$ cat src/hdl/meim_pkg.sv
package meim_pkg;
    // register indices; byte address is four times the index
    localparam logic [15:0] IDX_STATUS     = 16'he500;
    localparam logic [15:0] IDX_EVENT_IRQ_ENABLE_0      = 16'he50a;
    localparam logic [15:0] IDX_PULSE_MODE = 16'he510;
    localparam logic [15:0] IDX_ACCUM_MODE = 16'he511;
    localparam logic [15:0] IDX_RUN        = 16'he512;
    localparam logic [15:0] IDX_VOLT_PEAK_VALUE_REG      = 16'he513;
    localparam logic [15:0] IDX_NONE       = 16'hffff;

    // event bit positions, shared by status and mask
    localparam int unsigned EB_TOTAL_ACT  = 0;
    localparam int unsigned EB_FUND_ACT   = 1;
    localparam int unsigned EB_RSVD       = 2;
    localparam int unsigned EB_FUND_REACT = 3;
    localparam int unsigned EB_APPARENT   = 4;
    localparam int unsigned EB_LINE       = 5;
    localparam int unsigned EB_ACT_SIGN   = 6;
    localparam int unsigned EB_SUM1       = 9;
    localparam int unsigned EB_REACT_SIGN = 10;
    localparam int unsigned EB_SUM2       = 13;
    localparam int unsigned EB_PULSE      = 14;
    localparam int unsigned EB_DSP        = 17;
    localparam int unsigned EB_PEAK_V     = 24;
    localparam int unsigned EB_CRC        = 25;

    // pulse mode and accumulation mode fields
    localparam int unsigned PM_SEL1_LSB  = 0;
    localparam int unsigned PM_SEL2_LSB  = 3;
    localparam int unsigned PM_SEL3_LSB  = 6;
    localparam int unsigned PM_DIS_LSB   = 9;
    localparam int unsigned AM_SIGN_SEL  = 6;
    localparam int unsigned AM_LINE_MODE = 7;

    // implemented bits and reset values
    localparam logic [31:0] STATUS_IMPL     = 32'h0303_fffb;
    localparam logic [31:0] EVENT_IRQ_ENABLE_0_IMPL      = 32'h0003_ffff;
    localparam logic [31:0] EVENT_IRQ_ENABLE_0_IRQ       = 32'h0003_fffb;
    localparam logic [31:0] PULSE_MODE_IMPL = 32'h0000_0fff;
    localparam logic [31:0] ACCUM_MODE_IMPL = 32'h0000_00c0;
    localparam logic [31:0] STATUS_RST      = 32'h0000_0000;
    localparam logic [31:0] EVENT_IRQ_ENABLE_0_RST       = 32'h0000_0000;
    localparam logic [31:0] PULSE_MODE_RST  = 32'h0000_0000;
    localparam logic [31:0] ACCUM_MODE_RST  = 32'h0000_0000;

    // word index of an aligned byte address inside the 18-bit window
    function automatic logic [15:0] idx_of(input logic [19:0] addr);
        if (addr[1:0] != 2'h0 || addr[19:18] != 2'h0) begin
            return IDX_NONE;
        end
        return addr[17:2];
    endfunction
endpackage

$ cat src/hdl/meim_reg_if.sv
`timescale 1ns/1ps
interface meim_reg_if;
    logic [15:0] idx;
    logic [31:0] wdata;
    logic        wr;
    logic        hit;
    logic [31:0] rdata;

    modport front (output idx, output wdata, output wr, input hit, input rdata);
    modport regs  (input idx, input wdata, input wr, output hit, output rdata);
endinterface
$ cat src/hdl/meim_apb_port.sv
`timescale 1ns/1ps
module meim_apb_port (
    input  wire logic        sys_clk,
    input  wire logic        reset,
    input  wire logic        psel,
    input  wire logic        penable,
    input  wire logic        pwrite,
    input  wire logic [19:0] paddr,
    input  wire logic [31:0] pwdata,
    output logic      [31:0] prdata,
    output logic             pready,
    output logic             pslverr,
    meim_reg_if.front        bus
);
    typedef struct packed {
        logic [31:0] prdata;
        logic        pready;
        logic        pslverr;
    } meim_apb_s;

    meim_apb_s st;
    meim_apb_s next_st;

    // read data is caught in the setup cycle so the answer is one access cycle
    always_comb begin
        next_st = st;
        next_st.pready = 1'b0;
        next_st.pslverr = 1'b0;
        if (psel && !penable) begin
            next_st.pready = 1'b1;
            next_st.pslverr = !bus.hit;
            next_st.prdata = (bus.hit && !pwrite) ? bus.rdata : 32'h0000_0000;
        end
    end

    // write strobe only at the edge that completes the access
    assign bus.idx = meim_pkg::idx_of(paddr);
    assign bus.wdata = pwdata;
    assign bus.wr = psel && penable && st.pready && pwrite && !st.pslverr;
    assign prdata = st.prdata;
    assign pready = st.pready;
    assign pslverr = st.pslverr;

    always_ff @(posedge sys_clk) begin
        if (reset) begin
            st <= '0;
        end else begin
            st <= next_st;
        end
    end
endmodule

$ cat src/hdl/meim_chg_det.sv
`timescale 1ns/1ps
module meim_chg_det #(
    parameter int unsigned W         = 1,
    parameter bit          FALL_ONLY = 1'b0
) (
    input  wire logic         sys_clk,
    input  wire logic         reset,
    input  wire logic [W-1:0] level,
    output logic      [W-1:0] evt
);
    typedef struct packed {
        logic [W-1:0] prev;
        logic         primed;
    } meim_chg_s;

    meim_chg_s st;
    meim_chg_s next_st;

    // first sample after reset only primes, so no event appears from reset alone
    always_comb begin
        next_st.prev = level;
        next_st.primed = 1'b1;
    end

    assign evt = !st.primed ? '0 :
                 FALL_ONLY ? (st.prev & ~level) : (st.prev ^ level);

    always_ff @(posedge sys_clk) begin
        if (reset) begin
            st <= '0;
        end else begin
            st <= next_st;
        end
    end
endmodule

$ cat src/hdl/meim_event_irq.sv
`timescale 1ns/1ps
// Overview of operation
// - When the voltage peak period ends, status bit 24 sets and the peak value is held.
// - Status bit 25 sets when the live checksum differs from the one caught at run start.
// - Status bits 31 to 26 always read as zero.
// - Mask bits 0, 1, 3, 4 enable events on any bit-30 change of the four energy kinds.
// - Mask bit 2 has no effect on the interrupt.
// - In line-cycle mode, mask bit 5 enables the half-cycle integration done event.
// - Mask bits 6 to 8 enable phase active power sign changes, source picked by mode bit 6.
// - Mask bits 9 and 13 enable sign changes of the first and second path power sums.
// - Mask bits 10 to 12 enable sign changes of phase fundamental reactive power.
// - Mask bits 14 to 16 enable events on falling edges of the three raw pulse inputs, disabled pins included.
// - Pulse power type comes from three 3-bit fields of the pulse mode register.
// - Mask bit 17 enables the periodic dsp pass done event.
// - A pending enabled event drives the active-low interrupt pin low.
module meim_event_irq (
    input  wire logic        sys_clk,
    input  wire logic        reset,
    input  wire logic        psel,
    input  wire logic        penable,
    input  wire logic        pwrite,
    input  wire logic [19:0] paddr,
    input  wire logic [31:0] pwdata,
    output logic      [31:0] prdata,
    output logic             pready,
    output logic             pslverr,
    input  wire logic [2:0]  total_active_acc_bit30,
    input  wire logic [2:0]  fund_active_acc_bit30,
    input  wire logic [2:0]  fund_reactive_acc_bit30,
    input  wire logic [2:0]  apparent_acc_bit30,
    input  wire logic        line_cycle_done,
    input  wire logic [2:0]  total_active_sign,
    input  wire logic [2:0]  fund_active_sign,
    input  wire logic [2:0]  fund_reactive_sign,
    input  wire logic        path1_sum_sign,
    input  wire logic        path2_sum_sign,
    input  wire logic [2:0]  pulse_raw_n,
    input  wire logic        dsp_pass_done,
    input  wire logic        volt_peak_period_done,
    input  wire logic [31:0] volt_peak_value,
    input  wire logic [31:0] cfg_checksum,
    output logic             irq_request_n,
    output logic             pulse_out_first,
    output logic             pulse_out_second,
    output logic             pulse_out_third,
    output logic      [2:0]  pulse_first_power_sel,
    output logic      [2:0]  pulse_second_power_sel,
    output logic      [2:0]  pulse_third_power_sel
);
    typedef struct packed {
        logic [31:0] status;
        logic [31:0] event_irq_enable_0;
        logic [31:0] pulse_mode_reg;
        logic [31:0] accumulation_mode_reg;
        logic        run;
        logic [31:0] crc_ref;
        logic [31:0] volt_peak_value_reg;
        logic        irq_n;
        logic [2:0]  pulse_pin;
    } meim_state_s;

    meim_state_s st;
    meim_state_s next_st;
    meim_reg_if  bus ();

    logic [19:0] chg_level;
    logic [19:0] chg_evt;
    logic [2:0]  fall_evt;
    logic [2:0]  act_sign_sel;
    logic [31:0] set_vec;
    logic [31:0] clr_vec;
    logic [31:0] pending;
    logic        wr_status;

    meim_apb_port u_apb (
        .sys_clk (sys_clk),
        .reset   (reset),
        .psel    (psel),
        .penable (penable),
        .pwrite  (pwrite),
        .paddr   (paddr),
        .pwdata  (pwdata),
        .prdata  (prdata),
        .pready  (pready),
        .pslverr (pslverr),
        .bus     (bus.front)
    );

    // a flip of the source select looks like a sign change; software should clear after
    assign act_sign_sel = st.accumulation_mode_reg[meim_pkg::AM_SIGN_SEL] ?
                          fund_active_sign : total_active_sign;

    // level changes: energy bit 30 of each phase and every watched sign
    assign chg_level = {path2_sum_sign, path1_sum_sign, fund_reactive_sign, act_sign_sel,
                        apparent_acc_bit30, fund_reactive_acc_bit30,
                        fund_active_acc_bit30, total_active_acc_bit30};

    meim_chg_det #(
        .W         (20),
        .FALL_ONLY (1'b0)
    ) u_chg (
        .sys_clk (sys_clk),
        .reset   (reset),
        .level   (chg_level),
        .evt     (chg_evt)
    );

    // watches the pulse levels before the pin disable, so disabled pins still count
    meim_chg_det #(
        .W         (3),
        .FALL_ONLY (1'b1)
    ) u_fall (
        .sys_clk (sys_clk),
        .reset   (reset),
        .level   (pulse_raw_n),
        .evt     (fall_evt)
    );

    // event set vector, one bit per status flag
    always_comb begin
        set_vec = 32'h0000_0000;
        set_vec[meim_pkg::EB_TOTAL_ACT] = |chg_evt[2:0];
        set_vec[meim_pkg::EB_FUND_ACT] = |chg_evt[5:3];
        set_vec[meim_pkg::EB_FUND_REACT] = |chg_evt[8:6];
        set_vec[meim_pkg::EB_APPARENT] = |chg_evt[11:9];
        set_vec[meim_pkg::EB_LINE] = line_cycle_done &&
                                     st.accumulation_mode_reg[meim_pkg::AM_LINE_MODE];
        set_vec[meim_pkg::EB_ACT_SIGN +: 3] = chg_evt[14:12];
        set_vec[meim_pkg::EB_REACT_SIGN +: 3] = chg_evt[17:15];
        set_vec[meim_pkg::EB_SUM1] = chg_evt[18];
        set_vec[meim_pkg::EB_SUM2] = chg_evt[19];
        set_vec[meim_pkg::EB_PULSE +: 3] = fall_evt;
        set_vec[meim_pkg::EB_DSP] = dsp_pass_done;
        set_vec[meim_pkg::EB_PEAK_V] = volt_peak_period_done;
        set_vec[meim_pkg::EB_CRC] = st.run && (cfg_checksum != st.crc_ref);
    end

    // write-one-to-clear; a set in the same cycle wins
    assign wr_status = bus.wr && (bus.idx == meim_pkg::IDX_STATUS);
    assign clr_vec = wr_status ? bus.wdata : 32'h0000_0000;
    assign pending = st.status & st.event_irq_enable_0 & meim_pkg::EVENT_IRQ_ENABLE_0_IRQ;

    // register read decode; unimplemented bits read zero
    always_comb begin
        bus.hit = 1'b1;
        case (bus.idx)
            meim_pkg::IDX_STATUS: begin
                bus.rdata = st.status;
            end
            meim_pkg::IDX_EVENT_IRQ_ENABLE_0: begin
                bus.rdata = st.event_irq_enable_0;
            end
            meim_pkg::IDX_PULSE_MODE: begin
                bus.rdata = st.pulse_mode_reg;
            end
            meim_pkg::IDX_ACCUM_MODE: begin
                bus.rdata = st.accumulation_mode_reg;
            end
            meim_pkg::IDX_RUN: begin
                bus.rdata = {31'h0000_0000, st.run};
            end
            meim_pkg::IDX_VOLT_PEAK_VALUE_REG: begin
                bus.rdata = st.volt_peak_value_reg;
            end
            default: begin
                bus.hit = 1'b0;
                bus.rdata = 32'h0000_0000;
            end
        endcase
    end

    // next state: flags, control registers, checksum reference, pins
    always_comb begin
        next_st = st;
        next_st.status = ((st.status & ~clr_vec) | set_vec) & meim_pkg::STATUS_IMPL;
        if (volt_peak_period_done) begin
            next_st.volt_peak_value_reg = volt_peak_value;
        end
        if (bus.wr) begin
            case (bus.idx)
                meim_pkg::IDX_EVENT_IRQ_ENABLE_0: begin
                    next_st.event_irq_enable_0 = bus.wdata & meim_pkg::EVENT_IRQ_ENABLE_0_IMPL;
                end
                meim_pkg::IDX_PULSE_MODE: begin
                    next_st.pulse_mode_reg = bus.wdata & meim_pkg::PULSE_MODE_IMPL;
                end
                meim_pkg::IDX_ACCUM_MODE: begin
                    next_st.accumulation_mode_reg = bus.wdata & meim_pkg::ACCUM_MODE_IMPL;
                end
                meim_pkg::IDX_RUN: begin
                    next_st.run = bus.wdata[0];
                    if (bus.wdata[0]) begin
                        next_st.crc_ref = cfg_checksum;
                    end
                end
                default: begin
                    next_st.run = st.run;
                end
            endcase
        end
        // request follows the registered flags, so it rises one cycle after the last clear
        next_st.irq_n = !(|pending);
        // a disabled pin idles high; the event path above is not affected
        next_st.pulse_pin = pulse_raw_n |
                            st.pulse_mode_reg[meim_pkg::PM_DIS_LSB +: 3];
    end

    assign irq_request_n = st.irq_n;
    assign pulse_out_first = st.pulse_pin[0];
    assign pulse_out_second = st.pulse_pin[1];
    assign pulse_out_third = st.pulse_pin[2];
    assign pulse_first_power_sel = st.pulse_mode_reg[meim_pkg::PM_SEL1_LSB +: 3];
    assign pulse_second_power_sel = st.pulse_mode_reg[meim_pkg::PM_SEL2_LSB +: 3];
    assign pulse_third_power_sel = st.pulse_mode_reg[meim_pkg::PM_SEL3_LSB +: 3];

    // single state register
    always_ff @(posedge sys_clk) begin
        if (reset) begin
            st <= '0;
            st.status <= meim_pkg::STATUS_RST;
            st.event_irq_enable_0 <= meim_pkg::EVENT_IRQ_ENABLE_0_RST;
            st.pulse_mode_reg <= meim_pkg::PULSE_MODE_RST;
            st.accumulation_mode_reg <= meim_pkg::ACCUM_MODE_RST;
            st.irq_n <= 1'b1;
            st.pulse_pin <= 3'h7;
        end else begin
            st <= next_st;
        end
    end
endmodule

$ cat config.mk
export PLATFORM = sky130hd
export DESIGN_NAME = meim_event_irq
export DESIGN_NICKNAME = d
export VERILOG_FILES = /design/src/hdl/meim_pkg.sv /design/src/hdl/meim_reg_if.sv /design/src/hdl/meim_apb_port.sv /design/src/hdl/meim_chg_det.sv /design/src/hdl/meim_event_irq.sv
export SDC_FILE = /design/constraint.sdc
export NUM_CORES = 1
export LEC_CHECK = 0
export BUFFER_PORTS_ARGS = -buffer_cell sky130_fd_sc_hd__buf_2
export CORE_MARGIN = 2
export CORE_UTILIZATION = 52
export DETAILED_ROUTE_END_ITERATION = 8
export PLACE_DENSITY = 0.75
export SETUP_SLACK_MARGIN = 0.2
export SLEW_MARGIN = 10
export SYNTH_ARGS = -nofsm -noshare
export SYNTH_HDL_FRONTEND = slang
export SYNTH_SLANG_ARGS = --single-unit
$ cat constraint.sdc
create_clock -name sys_clk -period 1.7 [get_ports sys_clk]
set_input_delay 0 -clock sys_clk [delete_from_list [all_inputs] [get_ports sys_clk]]
set_output_delay 0 -clock sys_clk [all_outputs]
set_load 0.005 [all_outputs]
==> results of run 1 <==
worst paths after layout:
kind                                                 end              from  slack, ps  cells past startpoint
worst max register to register  pulse_third_power_sel[2]      u_apb.pready        140                      6
worst max-delay path            pulse_third_power_sel[2]      u_apb.pready        140                      6
worst min register to register          u_apb.prdata[10]  u_apb.prdata[10]        450                      2
worst min-delay path                        u_fall.st[0]             reset         30                      3
power by group through the flow:
stage	clock network (mW)	registers, mW	logic [mW]
after floorplan	0	4.42	0.367
after global placement	0	4.45	0.663
after detailed placement	0	4.45	0.675
after CTS	4.14	4.36	0.902
after global routing	4.32	4.37	1.01
final	4.13	4.36	0.941
layer usage:
layer  up-vias  track usage [%]
li1       3259                -
met1      3309            33.83
met2       296            49.48
met3        61            7.528
met4         0            12.21
met5         -                0
metrics by stage:
stage / utilization, % / instances / hold WS, ps
after CTS: 75.06 / 1243 / 24.92
final: 76.31 / 1249 / 30.21
after detailed placement: 61.38 / 1086 / 220.4
after global placement: 61.38 / 1086 / 215.7
after floorplan: - / 755 / 102.3
after global routing: 76.31 / 1249 / 55.81
area by class of cell:
type	instances	area [sq um]
Fill cell	902	3276
Clock inverter	14	177.7
Sequential cell	178	3571
Inverter	2	7.507
Multi-Input combinational cell	516	3548
Timing Repair Buffer	341	2582
Clock buffer	18	439.2
Tap cell	180	225.2
cells by family after synthesis:
kind of cell	after synthesis	share of synthesized area [%]
AO/OA/AOI/OAI	114	10.82
XOR/XNOR	52	6.212
flip-flops	178	48.60
AND/OR/NAND/NOR	256	17.22
multiplexers	94	13.02
buffers and inverters	61	4.130
sequential cells by signal, indices dropped and copies added (netlist names):
register,count
pulse_out_third,1
pulse_first_power_sel,3
u_fall.st,4
u_apb.pready,1
pulse_out_second,1
pulse_second_power_sel,3
pulse_out_first,1
st,107
u_apb.prdata,32
pulse_third_power_sel,3
irq_request_n,1
u_chg.st,20
u_apb.pslverr,1
worst reg2reg max path: stages, from the launching register on:
cell and delay [ps]:
dfxtp_2 320, nand4_1 100, or2_4 280, or3_4 340
buf_12 170, mux2i_1 170, nor2_1 60
repair_timing:
item                                    4_1_cts  5_1_grt
hold buffers                                123        0
resized for setup                            10       17
cloned                                        0        3
endpoints found under the hold margin       141        0
pin swaps                                     1       11
buffers inserted                              2        3
endpoints found under the setup margin       18       61
cells in the final DEF, fill, tap and decap left out, types with 4 or more instances in the layout:
master,Yosys,routed
nand3b_1,4,4
mux2i_1,83,79
a222oi_1,16,16
a22oi_1,19,19
o21ai_0,11,10
nor2b_1,21,21
a311oi_1,9,9
buf_4,14,21
clkbuf_16,0,20
nand2_2,0,4
a32o_1,5,5
or3_1,5,4
mux2_2,11,11
nand2_1,75,71
xnor2_1,47,45
buf_12,0,9
buf_2,11,183
nor2_1,103,102
nand4_1,15,15
dlygate4sd3_1,0,123
a21oi_1,38,38
xor2_1,5,5
nand3_1,6,6
dfxtp_1,178,174
o21ai_1,6,7
==> results.py, run 1 <==
metrics = {
    "clock_tree": {
        "clock_latency_ps": 430,
        "cts_tree": "yes",
        "clock-root-buffer": "clkbuf_16",
        "htree_levels": 4,
        "cts_buffers": 17,
        "path_clk_slew_ps": 70,
        "cts.sinks": 178,
        "cts_buffer_depth": 2,
    },
    "route": {
        "drt-met1-wl_mm": 8.849,
        "routed-wl-met3_mm": 1.449,
        "drc": 0,
        "first_pass_iters": 7,
        "drt_iter0_markers": 568,
        "vias": 6925,
        "top_layer": "met4",
        "via_per_inst": 5.544,
        "wl_met2_mm": 11.20,
        "wl_per_cell_um": 17.82,
        "ant_nets": 0,
        "postRouteWirelength_mm": 22.26,
    },
    "timing": {
        "max_clock_freq_mhz": 641.2,
        "fin_worst_skew_ps": 6.022,
        "rsz0062_at_grt": "true",
        "slew_violations": 0,
        "worst_pin_slew_ps": 689.8,
        "setup-violations-final": 0,
        "finalCritPeriodShare_pct": 91.74,
        "fin_tns_setup_ps": 0,
        "maxSlewHeadroom_pct": 53.39,
        "setup_ws_ps": 140.3,
        "min_period_ps": 1560,
        "hold_viol_final": 0,
    },
    "logic_synthesis": {
        "synth.distinct_cells": 50,
        "synth.ff_latch_count": 178,
        "synth_most_common_cell": "dfxtp_1",
        "ys_top_cells_by_area": "dfxtp_1 49%, mux2i_1 11%, xnor2_1 5.6%, nor2_1 5.3%, nand2_1 3.8%",
        "yosysSeqAreaShare_pct": 48.60,
        "syn_avg_cell_area_sq_um": 9.711,
        "yosys.area.top_type": "dfxtp_1",
        "yosys-top-cells-count": "178 x dfxtp_1, 103 x nor2_1, 83 x mux2i_1, 75 x nand2_1, 47 x xnor2_1",
        "syn_inst": 755,
        "synthArstFlopShare_pct": 0,
        "synth.top_cell.area_share_pct": 48.60,
        "synth_edf_count": 0,
        "ys.flop_type": "dfxtp_1",
        "yosysWarnings": 0,
        "syn_nets": 905,
        "syn_area_sq_um": 7332,
    },
    "global_route": {
        "grt-ovfl-total": 0,
        "antenna_found_initial": 0,
        "grt_usage_pct": 28.79,
        "grt_max_degree": 64,
        "grt_pass1_vias": 6835,
        "grt_first_pass_wirelength_mm": 33.58,
    },
    "status": {
        "status": "complete, no violations",
    },
    "pwr": {
        "switching_share_pct": 23.82,
        "power_mw": 9.429,
        "share_comb_of_total_power_pct": 10.0,
        "switchingPower_mw": 2.246,
        "peakVddDrop_uv": 646.8,
        "clkPwrFrac_pct": 43.7,
        "seqPwrFrac_pct": 46.3,
        "internal_power_mw": 7.184,
        "leakagePower_nw": 4.693,
        "pwr_density_cell_nw_per_um2": 893.7,
    },
    "cells_and_area": {
        "diodes": 0,
        "fin_area_sq_um": 10550,
        "area.growth.synth_to_final_pct": 43.91,
        "fin_nets": 1206,
        "drive_gt1_share_pct": 26.75,
    },
    "setup_path": {
        "start_kind": "flip-flop",
        "critical_path_required_ps": 2010,
        "crit_buf_inv": 1,
        "end_kind": "flip-flop",
        "arrival_ps": 1870,
        "crit_chain": "nand4_1 > or2_4 > or3_4 > buf_12 > mux2i_1 > nor2_1",
        "cp_max_fo": 12,
        "critPathMaxStageDelay_ps": 340,
        "crit_slowest_cell": "or3_4",
        "worstSetupPathType": "reg2reg",
        "cp_top_family": "simple AND/OR/NAND/NOR gates",
    },
    "die": {
        "dieArea_sq_um": 15070,
        "start_util_pct": 53.03,
        "core_area_sq_um": 13830,
        "row_count": 43,
        "die_height_um": 122.7,
        "die_x_um": 122.7,
        "io_pins": 197,
    },
    "place": {
        "placed_area_sq_um": 8487,
        "gp_congestion": 0.8758,
        "detailed_place_hpwl_mm": 13.33,
        "portBuffers": 184,
        "place_ws_ps": 55.08,
    },
    "run": {
        "maxCapViolCount": 0,
    },
    "hold_path": {
        "worstHoldPathType": "in2reg",
    },
}
No activity file was read; power rests on OpenSTA's default activity.
==> inputs of run 2 (changes only) <==
RECOVER_POWER = 25   (was default)
clock period = 1.74 ns   (was 1.7 ns; I/O delays follow)
==> run 2 against run 1 <==
Against the previous run:
- die area unchanged
- critical path depth unchanged
- combinational power down 6.1%
- largest cell class unchanged
- setup slack worse by 130 ps
- clock-buffer cell count is 1 higher
- critical path type unchanged
- maximum frequency is 9.6% lower
- final area fell by 3.0%
- hold slack gained 12 ps
- highest routed layer unchanged
- sequential share of layout area rose by 1.0 points
==> results.py, run 2 (synthesis gave the netlist of run 1 again) <==
metrics = {
    "status": {
        "status": "complete, no violations",
    },
    "setup_path": {
        "rrSetupSlack_ps": 10,
        "start_kind": "flip-flop",
        "arrival_ps": 2000,
        "critPathMaxStageDelay_ps": 370,
        "critical_path_required_ps": 2010,
        "crit_chain": "nand4_1 > or2_4 > or3_4 > buf_12 > mux2i_1 > nor2_1",
        "worstSetupPathType": "reg2reg",
        "cp_max_fo": 9,
        "end_kind": "flip-flop",
        "crit_slowest_cell": "or3_4",
    },
    "route": {
        "drc": 0,
        "wl_met2_mm": 10.46,
        "vias": 6745,
        "first_pass_iters": 8,
        "postRouteWirelength_mm": 20.98,
        "wl_per_cell_um": 16.99,
        "drt_iter0_markers": 600,
        "via_per_inst": 5.462,
        "top_layer": "met4",
        "ant_nets": 0,
        "routed-wl-met3_mm": 1.485,
        "drt-met1-wl_mm": 8.352,
    },
    "cells_and_area": {
        "largest_reg_flops": 107,
        "fin_nets": 1192,
        "drive_gt1_share_pct": 23.34,
        "nFillCells": 985,
        "fin_area_sq_um": 10230,
        "regArea_sq_um": 3568,
        "largest-register": "st",
        "multiInputGateArea_sq_um": 3505,
        "final_common_cell": "dfxtp_1",
        "area.growth.synth_to_final_pct": 39.52,
        "instances_no_fill": 1235,
        "mostFrequentLayoutCells": "176 x dfxtp_1, 156 x buf_2, 113 x dlygate4sd3_1, 102 x nor2_1, 81 x mux2i_1",
    },
    "die": {
        "die_x_um": 122.7,
        "die_height_um": 122.7,
        "row_count": 43,
        "dieArea_sq_um": 15070,
        "core_area_sq_um": 13830,
        "start_util_pct": 53.03,
        "io_pins": 197,
    },
    "place": {
        "detailed_place_hpwl_mm": 13.35,
        "portBuffers": 184,
        "place_ws_ps": 53.21,
        "gp_congestion": 0.8612,
        "placedCellCount": 1088,
        "placed_area_sq_um": 8464,
    },
    "timing": {
        "finalCritPeriodShare_pct": 99.15,
        "slew_violations": 0,
        "min_period_ps": 1725,
        "max_clock_freq_mhz": 579.6,
        "rsz0062_at_grt": "true",
        "fin_worst_skew_ps": 9.174,
        "hold_viol_final": 0,
        "hold-worst-slack_ps": 42.31,
        "fin_tns_setup_ps": 0,
        "setup-violations-final": 0,
        "worst_pin_slew_ps": 710.1,
        "setup_ws_ps": 14.72,
        "maxSlewHeadroom_pct": 52.66,
    },
    "clock_tree": {
        "cts.sinks": 178,
        "clock_latency_ps": 430,
        "cts_buffers": 17,
        "clock-root-buffer": "clkbuf_16",
        "cts_tree": "yes",
        "htree_levels": 4,
        "cts_buffer_depth": 2,
        "path_clk_slew_ps": 60,
    },
    "pwr": {
        "seqPwrFrac_pct": 46.9,
        "pwr_density_cell_nw_per_um2": 887.9,
        "switching_share_pct": 22.80,
        "internal_power_mw": 7.013,
        "leakagePower_nw": 4.459,
        "clkPwrFrac_pct": 43.3,
        "peakVddDrop_uv": 971.4,
        "switchingPower_mw": 2.071,
        "share_comb_of_total_power_pct": 9.7,
    },
    "global_route": {
        "grt_first_pass_wirelength_mm": 32.37,
        "grt_usage_pct": 27.85,
        "grt_max_degree": 64,
        "antenna_found_initial": 1,
        "grt_pass1_vias": 6599,
        "grt-ovfl-total": 0,
    },
    "hold_path": {
        "worstHoldPathType": "in2reg",
    },
    "run": {
        "maxCapViolCount": 0,
    },
}
==> run 2: changes by cell type in the layout (fill, tap and decap cells not counted), moves of 3 or more <==
cell,delta
buf_12,-4
buf_2,-27
clkbuf_1,+28
clkbuf_16,-3
dlygate4sd3_1,-10
==> run 2: path summary, 6_finish.rpt <==
path / endpoint / startpoint / cells past startpoint
worst min-delay path: u_apb.pready / psel / 3
worst max register to register: pulse_third_power_sel[1] / u_apb.pready / 6
worst min register to register: u_apb.prdata[15] / u_apb.prdata[15] / 2
worst max-delay path: pulse_third_power_sel[1] / u_apb.pready / 6
==> run 2: repair_timing <==
| item | 4_1_cts | 5_1_grt |
|---|---|---|
| setup endpoints to repair | 16 | 54 |
| gates resized for setup | 4 | 15 |
| endpoints found under the hold margin | 142 | 0 |
| hold buffers | 113 | 0 |
| pin swaps | 0 | 8 |
| setup buffers | 0 | 2 |
==> run 2: layout make-up <==
type,count,share of cell area (%)
Sequential cell,178,34.88
Multi-Input combinational cell,516,34.26
Timing Repair Buffer,327,22.60
Clock buffer,19,4.428
Tap cell,180,2.202
Clock inverter,12,1.529
Inverter,2,0.07339
Antenna cell,1,0.02446
==> run 2: metrics by stage <==
| step | total power, mW | util (%) |
|---|---|---|
| global route | 9.364 | 73.98 |
| finish | 9.083 | 73.98 |
| detailed placement | 5.008 | 61.22 |
| floorplan | 4.681 | - |
| global placement | 4.994 | 61.22 |
| CTS | 9.087 | 73.92 |
==> run 2: worst max-delay path, delay by kind of cell (launching register included) <==
kind	cells	cell delay, ps
and+or+nand+nor	4	860
buffers and inverters	1	170
muxes	1	230
DFF	1	320
==> run 2: metal layers <==
metal	vias up	track usage, %
met5	-	0
li1	3219	-
met2	267	47.44
met3	52	7.388
met4	0	10.70
met1	3207	33.44
==> run 2: power groups by stage <==
stage / sequential, mW / combinational (mW) / clock [mW]
3_5_place_dp: 4.35 / 0.658 / 0
6_report: 4.26 / 0.884 / 3.94
3_3_place_gp: 4.35 / 0.646 / 0
2_1_floorplan: 4.32 / 0.359 / 0
4_1_cts: 4.26 / 0.858 / 3.97
5_1_grt: 4.27 / 0.956 / 4.14
